===== config.mk =====
export PLATFORM = sky130hd
export DESIGN_NAME = psfl_loader
export DESIGN_NICKNAME = d
export VERILOG_FILES = /design/src/psfl_pkg.sv /design/src/psfl_loader.sv
export SDC_FILE = /design/constraint.sdc
export NUM_CORES = 1
export LEC_CHECK = 0
export BUFFER_PORTS_ARGS = -buffer_cell sky130_fd_sc_hd__buf_2
export CORE_MARGIN = 5
export CORE_UTILIZATION = 35
export CTS_BUF_LIST = sky130_fd_sc_hd__clkbuf_8
export CTS_CLUSTER_DIAMETER = 30
export DETAILED_ROUTE_END_ITERATION = 6
export GPL_TIMING_DRIVEN = 0
export PLACE_DENSITY_LB_ADDON = 0.1
export SYNTH_ARGS = -nofsm -noshare
export SYNTH_HDL_FRONTEND = slang
export SYNTH_SLANG_ARGS = --single-unit

===== constraint.sdc =====
create_clock -name aclk -period 4.9 [get_ports aclk]
set_input_delay 0.245 -clock aclk [delete_from_list [all_inputs] [get_ports aclk]]
set_output_delay 0.245 -clock aclk [all_outputs]
set_load 0.02 [all_outputs]

===== src/psfl_pkg.sv =====
// Shared constants and types for the power-up strap loader
package psfl_pkg;
   // ---------------------------------------------------------------
   // Timing
   // ---------------------------------------------------------------
   localparam int CLK_MHZ = 250;
   localparam int PULSE_NS = 75;
   localparam int PULSE_CYC = (PULSE_NS * CLK_MHZ + 999) / 1000;
   localparam logic [4:0] PULSE_LAST = 5'(PULSE_CYC - 1);
   // ---------------------------------------------------------------
   // Register map
   // ---------------------------------------------------------------
   localparam logic [7:0] OFF_STATUS = 8'h00;
   localparam logic [7:0] OFF_ACTIVE_LO = 8'h04;
   localparam logic [7:0] OFF_ACTIVE_HI = 8'h08;
   localparam logic [7:0] OFF_BUF_LO = 8'h0C;
   localparam logic [7:0] OFF_BUF_HI = 8'h10;
   localparam logic [7:0] OFF_CONTROL = 8'h14;
   localparam int CTRL_UPDATE_BIT = 0;
   localparam int CTRL_RESTART_BIT = 1;
   localparam int STAT_PULSE_BIT = 4;
   localparam int STAT_MULT_LSB = 8;
   // ---------------------------------------------------------------
   // Reset values and settings
   // ---------------------------------------------------------------
   localparam logic [5:0] PLL_MULT_XTAL = 6'h28;
   localparam logic [5:0] PLL_MULT_RST = 6'h00;
   localparam logic [47:0] TUNING_RST = 48'h0000_0000_0000;
   localparam logic [31:0] WORD_RST = 32'h0000_0000;
   localparam logic [6:0] SYNC_RST = 7'h40;
   localparam logic [1:0] RESP_OKAY = 2'h0;
   localparam logic [1:0] RESP_SLVERR = 2'h2;
   // ---------------------------------------------------------------
   // Types
   // ---------------------------------------------------------------
   typedef struct packed {
      logic clk_direct;
      logic [2:0] sel;
   } psfl_cfg_s;
   localparam psfl_cfg_s CFG_RST = '{clk_direct: 1'b0, sel: 3'h0};
   // Strap code to upper tuning word
   function automatic logic [15:0] tuning_rom(input logic [2:0] code);
      unique case (code)
         3'h0: tuning_rom = 16'h0000;
         3'h1: tuning_rom = 16'h09F4;
         3'h2: tuning_rom = 16'h0D45;
         3'h3: tuning_rom = 16'h0FBA;
         3'h4: tuning_rom = 16'h13E8;
         3'h5: tuning_rom = 16'h1797;
         3'h6: tuning_rom = 16'h1F75;
         3'h7: tuning_rom = 16'h27D0;
      endcase
   endfunction
   // Byte-lane merge for register writes
   function automatic logic [31:0] merge_strb(input logic [31:0] old, input logic [31:0] val,
                                              input logic [3:0] strb);
      merge_strb = old;
      for (int i = 0; i < 4; i++) begin
         if (strb[i]) begin
            merge_strb[i*8 +: 8] = val[i*8 +: 8];
         end
      end
   endfunction
endpackage


===== src/psfl_loader.sv =====
// Power-up strap sampler, reset pulse generator and tuning word loader
// Operation
// - Both supply monitors going valid after power-up starts one internal reset pulse of at least 75 ns (19 cycles, 76 ns at 250 MHz).
// - The four strap pins are released to high impedance as the pulse starts and stay so until it ends.
// - The strap levels are captured into a 4-bit configuration register as the pulse ends.
// - An asserted external reset pin starts the same pulse, release and capture sequence.
// - A fixed table of eight 16-bit tuning words is indexed by the first three strap bits.
// - The selected word goes straight into the active tuning word without an update command.
// - The fourth strap bit picks direct clock input when 1 and crystal with multiplier when 0.
// - In crystal with multiplier mode the multiplier factor starts at forty.
// - Code zero gives zero output frequency and the others rise up to about 155.5 MHz at 1 GHz.
// - Buffered tuning writes reach the active word only on an update command.
`timescale 1ns/1ps
`default_nettype none
module psfl_loader (
   input wire logic aclk,
   input wire logic aresetn,
   input wire logic clk_en,
   input wire logic supply_3v3_ok,
   input wire logic supply_1v8_ok,
   input wire logic ext_reset_n,
   input wire logic [3:0] strap_in,
   output logic [3:0] strap_out,
   output logic [3:0] strap_oe_n,
   output logic reset_pulse,
   output logic [47:0] active_tuning_word_reg,
   output psfl_pkg::psfl_cfg_s strap_config_reg,
   output logic clock_direct_mode,
   output logic [5:0] pll_mult_factor,
   input wire logic s_axi_awvalid,
   output logic s_axi_awready,
   input wire logic [7:0] s_axi_awaddr,
   input wire logic s_axi_wvalid,
   output logic s_axi_wready,
   input wire logic [31:0] s_axi_wdata,
   input wire logic [3:0] s_axi_wstrb,
   output logic s_axi_bvalid,
   input wire logic s_axi_bready,
   output logic [1:0] s_axi_bresp,
   input wire logic s_axi_arvalid,
   output logic s_axi_arready,
   input wire logic [7:0] s_axi_araddr,
   output logic s_axi_rvalid,
   input wire logic s_axi_rready,
   output logic [31:0] s_axi_rdata,
   output logic [1:0] s_axi_rresp
);
   // ---------------------------------------------------------------
   // Pin synchronisers
   // ---------------------------------------------------------------
   logic [6:0] sync1_reg, sync2_reg, sync3_reg, stable_reg;
   logic power_seen_reg, ext_prev_reg;
   always_ff @(posedge aclk) begin
      if (!aresetn) begin
         sync1_reg <= psfl_pkg::SYNC_RST;
         sync2_reg <= psfl_pkg::SYNC_RST;
         sync3_reg <= psfl_pkg::SYNC_RST;
         stable_reg <= psfl_pkg::SYNC_RST;
      end else if (clk_en) begin
         sync1_reg <= {ext_reset_n, supply_1v8_ok, supply_3v3_ok, strap_in};
         sync2_reg <= sync1_reg;
         sync3_reg <= sync2_reg;
         stable_reg <= (sync2_reg & sync3_reg) | (stable_reg & (sync2_reg ^ sync3_reg));
      end
   end
   // ---------------------------------------------------------------
   // Trigger detection
   // ---------------------------------------------------------------
   logic restart_reg;
   logic power_trig, ext_trig, trig;
   assign power_trig = stable_reg[4] && stable_reg[5] && !power_seen_reg;
   assign ext_trig = ext_prev_reg && !stable_reg[6];
   assign trig = power_trig || ext_trig || restart_reg;
   always_ff @(posedge aclk) begin
      if (!aresetn) begin
         power_seen_reg <= 1'b0;
         ext_prev_reg <= 1'b1;
      end else if (clk_en) begin
         ext_prev_reg <= stable_reg[6];
         if (power_trig) begin
            power_seen_reg <= 1'b1;
         end
      end
   end
   // ---------------------------------------------------------------
   // Reset pulse, strap capture and clock mode
   // ---------------------------------------------------------------
   logic [4:0] pulse_cnt_reg;
   logic pulse_end;
   assign pulse_end = reset_pulse && pulse_cnt_reg == psfl_pkg::PULSE_LAST;
   always_ff @(posedge aclk) begin
      if (!aresetn) begin
         reset_pulse <= 1'b0;
         pulse_cnt_reg <= 5'h00;
         strap_oe_n <= 4'hF;
         strap_config_reg <= psfl_pkg::CFG_RST;
      end else if (clk_en) begin
         if (trig) begin
            reset_pulse <= 1'b1;
            pulse_cnt_reg <= 5'h00;
            strap_oe_n <= 4'hF;
         end else if (pulse_end) begin
            reset_pulse <= 1'b0;
            strap_oe_n <= 4'h0;
            strap_config_reg <= psfl_pkg::psfl_cfg_s'(stable_reg[3:0]);
         end else if (reset_pulse) begin
            pulse_cnt_reg <= pulse_cnt_reg + 5'h01;
         end
      end
   end
   always_ff @(posedge aclk) begin
      if (!aresetn) begin
         clock_direct_mode <= 1'b0;
         pll_mult_factor <= psfl_pkg::PLL_MULT_RST;
         strap_out <= 4'h0;
      end else if (clk_en && pulse_end) begin
         clock_direct_mode <= stable_reg[3];
         pll_mult_factor <= stable_reg[3] ? psfl_pkg::PLL_MULT_RST : psfl_pkg::PLL_MULT_XTAL;
         strap_out <= stable_reg[3:0];
      end
   end
   // ---------------------------------------------------------------
   // Register write channel
   // ---------------------------------------------------------------
   logic aw_held_reg, w_held_reg, wr_fire;
   logic [7:0] wr_addr_reg;
   logic [31:0] wr_data_reg;
   logic [3:0] wr_strb_reg;
   assign wr_fire = aw_held_reg && w_held_reg && !s_axi_bvalid;
   always_ff @(posedge aclk) begin
      if (!aresetn) begin
         s_axi_awready <= 1'b1;
         s_axi_wready <= 1'b1;
         aw_held_reg <= 1'b0;
         w_held_reg <= 1'b0;
         wr_addr_reg <= 8'h00;
         wr_data_reg <= psfl_pkg::WORD_RST;
         wr_strb_reg <= 4'h0;
         s_axi_bvalid <= 1'b0;
         s_axi_bresp <= psfl_pkg::RESP_OKAY;
      end else if (clk_en) begin
         if (s_axi_awvalid && s_axi_awready) begin
            s_axi_awready <= 1'b0;
            aw_held_reg <= 1'b1;
            wr_addr_reg <= s_axi_awaddr;
         end
         if (s_axi_wvalid && s_axi_wready) begin
            s_axi_wready <= 1'b0;
            w_held_reg <= 1'b1;
            wr_data_reg <= s_axi_wdata;
            wr_strb_reg <= s_axi_wstrb;
         end
         if (wr_fire) begin
            aw_held_reg <= 1'b0;
            w_held_reg <= 1'b0;
            s_axi_bvalid <= 1'b1;
            s_axi_bresp <= (wr_addr_reg == psfl_pkg::OFF_BUF_LO || wr_addr_reg == psfl_pkg::OFF_BUF_HI ||
                            wr_addr_reg == psfl_pkg::OFF_CONTROL) ? psfl_pkg::RESP_OKAY : psfl_pkg::RESP_SLVERR;
         end else if (s_axi_bvalid && s_axi_bready) begin
            s_axi_bvalid <= 1'b0;
            s_axi_awready <= 1'b1;
            s_axi_wready <= 1'b1;
         end
      end
   end
   // ---------------------------------------------------------------
   // Buffered and active tuning word, commands
   // ---------------------------------------------------------------
   logic [31:0] buf_lo_reg, buf_hi_reg;
   logic update_reg;
   always_ff @(posedge aclk) begin
      if (!aresetn) begin
         buf_lo_reg <= psfl_pkg::WORD_RST;
         buf_hi_reg <= psfl_pkg::WORD_RST;
         update_reg <= 1'b0;
         restart_reg <= 1'b0;
      end else if (clk_en) begin
         update_reg <= 1'b0;
         restart_reg <= 1'b0;
         if (wr_fire) begin
            unique case (wr_addr_reg)
               psfl_pkg::OFF_BUF_LO: begin
                  buf_lo_reg <= psfl_pkg::merge_strb(buf_lo_reg, wr_data_reg, wr_strb_reg);
               end
               psfl_pkg::OFF_BUF_HI: begin
                  buf_hi_reg <= psfl_pkg::merge_strb(buf_hi_reg, wr_data_reg, wr_strb_reg) & 32'h0000_FFFF;
               end
               psfl_pkg::OFF_CONTROL: begin
                  update_reg <= wr_strb_reg[0] && wr_data_reg[psfl_pkg::CTRL_UPDATE_BIT];
                  restart_reg <= wr_strb_reg[0] && wr_data_reg[psfl_pkg::CTRL_RESTART_BIT];
               end
               default: begin
               end
            endcase
         end
      end
   end
   always_ff @(posedge aclk) begin
      if (!aresetn) begin
         active_tuning_word_reg <= psfl_pkg::TUNING_RST;
      end else if (clk_en) begin
         if (pulse_end) begin
            active_tuning_word_reg <= {psfl_pkg::tuning_rom(stable_reg[2:0]), 32'h0000_0000};
         end else if (update_reg) begin
            active_tuning_word_reg <= {buf_hi_reg[15:0], buf_lo_reg};
         end
      end
   end
   // ---------------------------------------------------------------
   // Register read channel
   // ---------------------------------------------------------------
   always_ff @(posedge aclk) begin
      if (!aresetn) begin
         s_axi_arready <= 1'b1;
         s_axi_rvalid <= 1'b0;
         s_axi_rdata <= psfl_pkg::WORD_RST;
         s_axi_rresp <= psfl_pkg::RESP_OKAY;
      end else if (clk_en) begin
         if (s_axi_arvalid && s_axi_arready) begin
            s_axi_arready <= 1'b0;
            s_axi_rvalid <= 1'b1;
            s_axi_rresp <= psfl_pkg::RESP_OKAY;
            unique case (s_axi_araddr)
               psfl_pkg::OFF_STATUS: begin
                  s_axi_rdata <= {18'h0_0000, pll_mult_factor, 3'h0, reset_pulse, strap_config_reg};
               end
               psfl_pkg::OFF_ACTIVE_LO: begin
                  s_axi_rdata <= active_tuning_word_reg[31:0];
               end
               psfl_pkg::OFF_ACTIVE_HI: begin
                  s_axi_rdata <= {16'h0000, active_tuning_word_reg[47:32]};
               end
               psfl_pkg::OFF_BUF_LO: begin
                  s_axi_rdata <= buf_lo_reg;
               end
               psfl_pkg::OFF_BUF_HI: begin
                  s_axi_rdata <= buf_hi_reg;
               end
               psfl_pkg::OFF_CONTROL: s_axi_rdata <= psfl_pkg::WORD_RST;
               default: begin
                  s_axi_rdata <= psfl_pkg::WORD_RST;
                  s_axi_rresp <= psfl_pkg::RESP_SLVERR;
               end
            endcase
         end else if (s_axi_rvalid && s_axi_rready) begin
            s_axi_rvalid <= 1'b0;
            s_axi_arready <= 1'b1;
         end
      end
   end
endmodule
`default_nettype wire


==> results of run 1 <==
==> synthesized netlist by cell type, types with 2 or more instances <==
library cell / number
or3_1: 3
o22a_1: 7
and3_1: 4
clkbuf_1: 57
nor2b_1: 3
inv_1: 9
or4bb_1: 2
buf_4: 11
a22o_1: 2
mux2i_1: 107
a21oi_1: 83
o21ai_1: 17
a221o_1: 9
a31oi_1: 3
ha_1: 17
xor2_1: 3
nor3_1: 5
nand3_1: 16
nand2b_1: 4
nand2_1: 145
a22oi_1: 51
nor2_1: 126
o21ai_0: 37
dfxtp_1: 243
mux2_2: 18
nor4_4: 5
nand4b_1: 5
a21o_1: 5
nand4_1: 4
buf_2: 5
buf_1: 5
==> worst max-delay path by stage <==
stage                     cells after the start  slack, ps                         to           start
after floorplan                               6       2940             buf_hi_reg[10]  wr_addr_reg[0]
after global placement                        7       2100  active_tuning_word_reg[3]          clk_en
after detailed placement                      7       2090  active_tuning_word_reg[3]          clk_en
after CTS                                     7       2250            s_axi_rdata[26]   s_axi_arready
after global routing                          7       2140            s_axi_rdata[27]   s_axi_arready
final                                         7       2290            s_axi_rdata[26]   s_axi_arready
==> cell families (layout without fill, tap and decap cells) <==
group	count (synthesis)	in the layout	synth area share, %
xor+xnor	3	3	0.2739
mux	126	126	13.39
simple gates	331	331	15.45
flops	243	243	50.70
fa+ha+maj	17	17	2.217
compound gates	219	219	13.87
buf+inv	89	417	4.055
other cells	1	6	0.03908
==> layout make-up <==
cell class / instances / area share [%]
well taps: 341 / 3.344
plain buffers: 79 / 2.756
multi-input cells: 702 / 34.18
repair buffers: 220 / 10.79
flip-flops and latches: 243 / 38.13
inverters: 10 / 0.2942
clock buffers: 73 / 7.876
clock inverters: 35 / 2.628
==> critical path, cell delays in order, from the launching register on <==
cell and delay, ps:
dfxtp_1 340, and3_1 150, buf_2 230, nand4_1 650
or2_0 440, clkbuf_1 230, clkbuf_1 300, o21ai_1 180
==> placed cells by master (no fill, tap or decap), types with 7 or more instances in the layout <==
| cell type | n |
|---|---|
| o21ai_1 | 17 |
| mux2i_1 | 107 |
| buf_2 | 170 |
| nor2_1 | 126 |
| buf_4 | 11 |
| mux2_2 | 18 |
| a221o_1 | 9 |
| nand2_1 | 145 |
| a21oi_1 | 83 |
| o22a_1 | 7 |
| a22oi_1 | 51 |
| inv_1 | 17 |
| clkbuf_1 | 57 |
| dlygate4sd3_1 | 55 |
| o21ai_0 | 37 |
| dfxtp_1 | 243 |
| clkinvlp_4 | 9 |
| ha_1 | 17 |
| clkbuf_8 | 73 |
| clkinv_2 | 7 |
| nand3_1 | 16 |
==> power by group through the flow <==
stage	logic, mW	registers, mW	clock network, mW
2_1_floorplan	0.131	2.07	0
3_3_place_gp	0.235	2.07	0
3_5_place_dp	0.236	2.07	0
4_1_cts	0.270	2.03	2.68
5_1_grt	0.295	2.03	2.79
6_report	0.268	2.03	2.63
==> metal layers <==
metal  up-vias  routed length, um  track usage, %
met1      3961              14760           27.38
li1       4171                  -               -
met3        44               1370           3.293
met5         -                  0               0
met2       213              14540           32.20
met4         0                672           6.660
==> through the flow <==
step / power [mW] / util, %
final: 4.925 / 47.34
after global routing: 5.115 / 47.34
after CTS: 4.977 / 47.34
after detailed placement: 2.307 / 40.32
after global placement: 2.305 / 40.32
after floorplan: 2.204 / -
==> results.yml, run 1 <==
status:
  status: "finished, final reports clean"
sta:
  final_hold_viol_count: 0
  final.min_clock_period_ps: 2609
  drv_slew: 0
  setup_viol: 0
  fin_crit_sh_pct: 53.24
  max_freq_mhz: 383.3
  fin_tns_setup_ps: 0
  relSlewSlack_pct: 26.36
  holdWs_ps: 104.7
  finClkSkew_ps: 19.37
  rsz0062_at_grt: "no"
  max_slew.worst_pin.slew_ps: 1101
  fin_ws_ps: 2291
power:
  internal_power_mw: 3.738
  power_density_nw_per_um2: 386.0
  p_sw_share_pct: 24.10
  switchingPower_mw: 1.187
  seqPwrFrac_pct: 41.2
  combPwrFrac_pct: 5.4
  peakVddDrop_mv: 0.1901
  power.share.clock_pct: 53.3
  p_leak_nw: 5.395
clock_tree:
  cts_root_buffer: "clkbuf_8"
  clk_latency_ps: 580
  postCtsSetupBuffers: 0
  htreeDepth: 2
  ctsResizeCount: 0
  clkTransAtPathRegs_ps: 50
  cts.sinks: 243
  cts_made_buffers: 58
  clockBufferDepth: 3
  cts_tree: "built"
  hold_buffers: 55
place:
  pre_cts_ws_ps: 2093
  place_area_sq_um: 10870
  place_inst: 1540
  hpwl_mm: 22.50
  gp_congestion: 0.8430
  numPortBuffers: 165
floorplanning:
  top_level_ports: 176
  fp.dieW_um: 175.6
  die_area_sq_um: 30830
  core_area_sq_um: 26950
  initial_core_util_pct: 35.60
  die_h_um: 175.6
  rows: 60
grt:
  overflow: 0
  grt_max_degree: 15
  grt_pass1_wl_mm: 48.58
  first_global_vias: 8395
  antenna_found_initial: 0
  gr-usage-all-layers_pct: 19.98
synth:
  synth_cell_types: 49
  synth_area_leader_cell: "dfxtp_1"
  synth-seq-cells: 243
  synth-edff-count: 0
  synthTopCellsByArea: "dfxtp_1 (51%), mux2i_1 (11%), nand2_1 (5.7%)"
  synth_area_sq_um: 9595
  synth_top_area_share_pct: 50.70
  synth.avg_cell_area_sq_um: 9.325
  synthCells: 1029
  async_reset_ff_share_pct: 0
  ys.flop_type: "dfxtp_1"
  ys_warn_count: 0
  synth_sequential_area_ratio_pct: 50.70
critical_path:
  crit_fanout: 10
  path_class: "reg -> reg"
  reg2reg_to: "s_axi_rdata[26]"
  startpoint_type: "flop"
  rrSetupSlack_ps: 2290
  r2r-start: "s_axi_arready"
  critPathArrivalTime_ps: 3100
  cp.required_ps: 5390
  worst_r2r_path_depth: 7
  end_kind: "flop"
cells_and_area:
  syn_to_final_growth_pct: 32.95
  drive_above_1_share_pct: 22.54
  final_cells: 1703
  largest_reg_flops: 48
  final_area_sq_um: 12760
  antenna_cells: 0
  multi_input_area_sq_um: 4360
  fillers: 2658
  final_nets: 1398
  seqCellArea_sq_um: 4865
flow_run:
  cap_viol_max_count: 0
detailed_routing:
  drt_iter0_markers: 480
  ant_nets: 0
  detail_route.wirelength_mm: 31.34
  drcViolationCount: 0
  vias: 8389
  wl_per_cell_um: 18.40
  vias_per_cell: 4.926
  dr.pass1.iters: 5
min_path:
  worst_hold_startpoint: "s_axi_araddr[5]"
  whs_endpoint: "s_axi_rresp[1]"
  min_path_type: "in -> reg"
  hold_path_depth: 5
No activity file was read; power rests on OpenSTA's default activity.
==> inputs of run 2 (changes only) <==
clock period = 2.6 ns   (was 4.9 ns; I/O delays follow)
==> results.yml, run 2 (same netlist as run 1, synthesis figures left out) <==
critical_path:
  r2r-start: "pulse_cnt_reg[0]"
  crit_fanout: 10
  critical_path.endpoint: "active_tuning_word_reg[43]"
  crit_path_start: "pulse_cnt_reg[0]"
  path_class: "reg -> reg"
  reg2reg_to: "active_tuning_word_reg[43]"
  rrSetupSlack_ps: 240
  end_kind: "flop"
  startpoint_type: "flop"
  cp.required_ps: 3040
  critPathArrivalTime_ps: 2800
  worst_r2r_path_depth: 7
cells_and_area:
  final_common_cell: "dfxtp_1"
  final_nets: 1403
  final_area_sq_um: 12820
  final_cell_mix: "dfxtp_1 (243), buf_2 (170), nand2_1 (145)"
  seqCellArea_sq_um: 4865
  drive_above_1_share_pct: 22.75
  multi_input_area_sq_um: 4374
  largest_reg_flops: 48
  syn_to_final_growth_pct: 33.59
  fillers: 2647
  antenna_cells: 0
  final_core_util_pct: 47.56
  final_cells: 1708
detailed_routing:
  drcViolationCount: 0
  vias: 8427
  dr.pass1.iters: 5
  detail_route.wirelength_mm: 31.45
  ant_nets: 0
  vias_per_cell: 4.934
  wl_per_cell_um: 18.41
  drt_iter0_markers: 499
place:
  numPortBuffers: 165
  gp_congestion: 0.8430
  hpwl_mm: 22.50
  place_area_sq_um: 10870
  place_inst: 1540
  pre_cts_ws_ps: -92.04
power:
  peakVddDrop_mv: 0.3727
  power_density_nw_per_um2: 724.2
  p_leak_nw: 5.414
clock_tree:
  clockBufferDepth: 3
  cts_root_buffer: "clkbuf_8"
  cts.sinks: 243
  clkTransAtPathRegs_ps: 60
  cts_made_buffers: 58
  cts_tree: "built"
  clk_latency_ps: 580
  htreeDepth: 2
status:
  status: "finished, final reports clean"
floorplanning:
  die_area_sq_um: 30830
  fp.dieW_um: 175.6
  core_area_sq_um: 26950
  die_h_um: 175.6
  initial_core_util_pct: 35.60
  top_level_ports: 176
  rows: 60
min_path:
  min_path_type: "in -> reg"
sta:
  final_hold_viol_count: 0
  setup_viol: 0
  final.min_clock_period_ps: 2356
  rsz0062_at_grt: "no"
  max_freq_mhz: 424.5
  fin_ws_ps: 244.2
  max_slew.worst_pin.slew_ps: 1131
  finClkSkew_ps: 18.45
  drv_slew: 0
  relSlewSlack_pct: 24.35
  holdWs_ps: 56.43
  fin_crit_sh_pct: 90.61
grt:
  antenna_found_initial: 0
  overflow: 0
  grt_pass1_wl_mm: 48.73
  grt_max_degree: 15
  gr-usage-all-layers_pct: 20.05
  first_global_vias: 8437
flow_run:
  cap_viol_max_count: 0
run 2: changes by cell type in the layout (fill, tap and decap cells not counted):
cell | previous run | this run
a21boi_1 | 1 | 0
a21boi_2 | 0 | 1
a21oi_2 | 0 | 1
buf_4 | 11 | 12
a21oi_1 | 83 | 82
nor4bb_1 | 1 | 0
dlygate4sd3_1 | 55 | 59
nor4bb_2 | 0 | 1
run 2: where the power goes:
group	leakage [nW]	internal, mW	total, mW	switching, mW
Combinational	2.76	0.198	0.508	0.310
Sequential	1.97	3.79	3.83	0.0397
Clock	0.692	3.06	4.95	1.89
run 2: worst min path at each step:
stage / to / slack (ps) / from / depth (start not counted)
floorplan: sync1_reg[6] / 260 / ext_reset_n / 2
global placement: sync1_reg[3] / 370 / strap_in[3] / 3
detailed placement: sync1_reg[5] / 380 / supply_1v8_ok / 3
CTS: flop / 40 / aresetn / 3
global route: flop / 110 / aresetn / 3
finish: flop / 60 / aresetn / 3
run 2: cell type report:
class,count,area share (%)
inverters,10,0.2928
clock inverters,35,2.616
clock buffers,73,7.838
plain buffers,79,2.743
flip-flops and latches,243,37.95
repair buffers,225,11.11
multi-input cells,702,34.12
well taps,341,3.328
run 2: critical path, stage by stage, from the launching register on:
cell      delay (ps)
dfxtp_1          340
inv_1             70
ha_1             160
nor4bb_2         530
nand2_1          330
buf_1            420
mux2i_1          280
a21oi_1           90
run 2: through the flow:
stage,power [mW],TNS (ps)
5_1_grt,9.644,0
4_1_cts,9.383,0
3_3_place_gp,4.345,-1496
2_1_floorplan,4.153,0
3_5_place_dp,4.348,-1319
6_report,9.283,0
run 2: what timing repair did:
item | in CTS | in global routing
pin swaps | 1 | 0
gates cloned | 0 | 0
endpoints found under the hold margin | 57 | 0
endpoints found under the setup margin | 11 | 40
hold buffers | 59 | 0
setup buffers | 1 | 0
resized for setup | 1 | 2
run 2: routing by layer:
layer | share of wire [%] | track usage (%)
met5 | 0 | 0
met4 | 2.5 | 6.953
met3 | 4.6 | 3.121
met2 | 46 | 32.29
met1 | 47 | 27.49
==> inputs of run 3 (changes only) <==
ABC_AREA = 1   (was default)
==> results.yml, run 3 <==
critical_path:
  startpoint_type: "flop"
  r2r-start: "sync2_reg[1]"
  critPathArrivalTime_ps: 2600
  crit_path_start: "sync2_reg[1]"
  crit_fanout: 6
  path_class: "reg -> reg"
  end_kind: "flop"
  cp.required_ps: 3030
grt:
  overflow: 0
  grt_use_met1_pct: 30.60
  first_global_vias: 9335
  gr-usage-all-layers_pct: 21.06
  grt_pass1_wl_mm: 52.45
  antenna_found_initial: 0
  busiest_layer: "met2"
  grt_util_met3_pct: 3.646
  grt.met2_usage_pct: 32.27
  grt_max_degree: 15
cells_and_area:
  fillers: 2873
  antenna_cells: 0
  final_core_util_pct: 46.98
  drive_above_1_share_pct: 19.36
  final_common_cell: "dfxtp_1"
  largest_reg_flops: 48
  final_cell_mix: "dfxtp_1 (243), nand2_1 (215), buf_2 (184)"
  final_nets: 1670
  syn_to_final_growth_pct: 31.96
clock_tree:
  clkTransAtPathRegs_ps: 50
  cts_made_buffers: 57
  cts_tree: "built"
  clockBufferDepth: 3
  ctsResizeCount: 0
  htreeDepth: 2
  clk_latency_ps: 580
  postCtsSetupBuffers: 0
  hold_buffers: 59
  cts.sinks: 243
  cts_root_buffer: "clkbuf_8"
synth:
  async_reset_ff_share_pct: 0
  synth.avg_cell_area_sq_um: 7.658
  ys.flop_type: "dfxtp_1"
  synthTopCellsByArea: "dfxtp_1 (49%), a21oi_1 (8.7%), nand2_1 (8.1%)"
  synth_top_area_share_pct: 49.05
  synth_top_family_by_area: "simple AND/OR/NAND/NOR gates"
  synth-seq-cells: 243
  synth-edff-count: 0
  synth-compound-area-share_pct: 18.82
  synthSimpleGateAreaFrac_pct: 21.78
  synth-xor-area-share_pct: 0.08832
  synth_sequential_area_ratio_pct: 49.05
  synth_area_sq_um: 9917
  synthCells: 1295
  synth_cell_types: 34
  synth_mux_area_share_pct: 0
  ys_warn_count: 0
  synth_area_leader_cell: "dfxtp_1"
  synth-adder-area-share_pct: 2.145
  synthTopCellsByCount: "dfxtp_1 (243), nand2_1 (215), a21oi_1 (173), o21ai_0 (155), nand3_1 (141)"
  synth_most_common_cell: "dfxtp_1"
place:
  numPortBuffers: 168
  hpwl_mm: 25.60
  gp_congestion: 0.8481
status:
  status: "finished, final reports clean"
sta:
  fin_crit_sh_pct: 83.11
  final_hold_viol_count: 0
  fin_tns_setup_ps: 0
  drv_slew: 0
  max_slew.worst_pin.slew_ps: 859.2
  finClkSkew_ps: 27.10
  max_freq_mhz: 462.8
  relSlewSlack_pct: 42.72
  rsz0062_at_grt: "no"
  setup_viol: 0
  final.min_clock_period_ps: 2161
floorplanning:
  core_area_sq_um: 27860
  fp.dieW_um: 178.3
  rows: 61
  die_area_sq_um: 31800
  top_level_ports: 176
  die_h_um: 178.3
  initial_core_util_pct: 35.60
detailed_routing:
  vias: 9740
  vias_per_cell: 4.858
  drt_iter0_markers: 570
  drcViolationCount: 0
  ant_nets: 0
  dr.pass1.iters: 5
  wl_per_cell_um: 16.95
  detail_route.wirelength_mm: 33.98
flow_run:
  cap_viol_max_count: 0
min_path:
  min_path_type: "in -> reg"
  worst_hold_startpoint: "aresetn"
power:
  power_density_nw_per_um2: 699.8
  peakVddDrop_mv: 0.3209
  p_leak_nw: 5.477
-- run 3: final timing paths --
| path | to | slack [ps] | cells past startpoint |
|---|---|---|---|
| worst min register to register | wr_addr_reg[1] | 450 | 2 |
| worst max-delay path | flop | 440 | 7 |
| worst min-delay path | flop | 60 | 4 |
| worst max register to register | flop | 440 | 7 |
-- run 3: cells by family (layout without fill, tap and decap cells) --
kind of cell / Yosys count / in the layout
buf+inv: 184 / 511
compound gates: 359 / 359
other cells: 1 / 6
simple gates: 490 / 490
xor+xnor: 1 / 1
flops: 243 / 243
fa+ha+maj: 17 / 17
-- run 3: worst max-delay path, stage by stage, from the launching register on --
cell and delay, ps:
dfxtp_1 330, ha_1 280, o21ai_0 110, a21oi_1 490, inv_1 260, ha_1 390
nand2_1 70, o21ai_0 100
-- run 3: layout make-up --
class                           count  area (sq um)  area share (%)
Timing Repair Buffer              227          1431           10.94
Sequential cell                   243          4865           37.17
Clock inverter                     30         282.8           2.161
Multi-Input combinational cell    873          4270           32.63
Clock buffer                       70         963.4           7.362
Tap cell                          378         473.0           3.614
Buffer                             93         459.2           3.509
Inverter                           91         341.6           2.610
-- run 3: metal layers --
| layer | share of wire (%) | wire (um) |
|---|---|---|
| met3 | 6.6 | 2251 |
| met4 | 1.8 | 615 |
| met5 | 0 | 0 |
| met1 | 49 | 16520 |
| met2 | 43 | 14590 |
-- run 3: per-stage QoR --
step	power [mW]	hold slack [ps]	worst slack, ps	cells	instance area, sq um
after floorplan	4.239	256.3	853.4	1300	9936
after global placement	4.447	348.5	439.9	1846	11250
after detailed placement	4.450	351.3	437.4	1846	11250
after CTS	9.244	25.84	449.8	2005	13090
after global routing	9.534	69.28	211.0	2005	13090
final	9.158	64.76	439.0	2005	13090
-- run 3: power by group --
group / internal, mW / switching [mW]
Sequential: 3.83 / 0.0562
Clock: 2.92 / 1.79
Combinational: 0.208 / 0.355
Total: 6.95 / 2.21
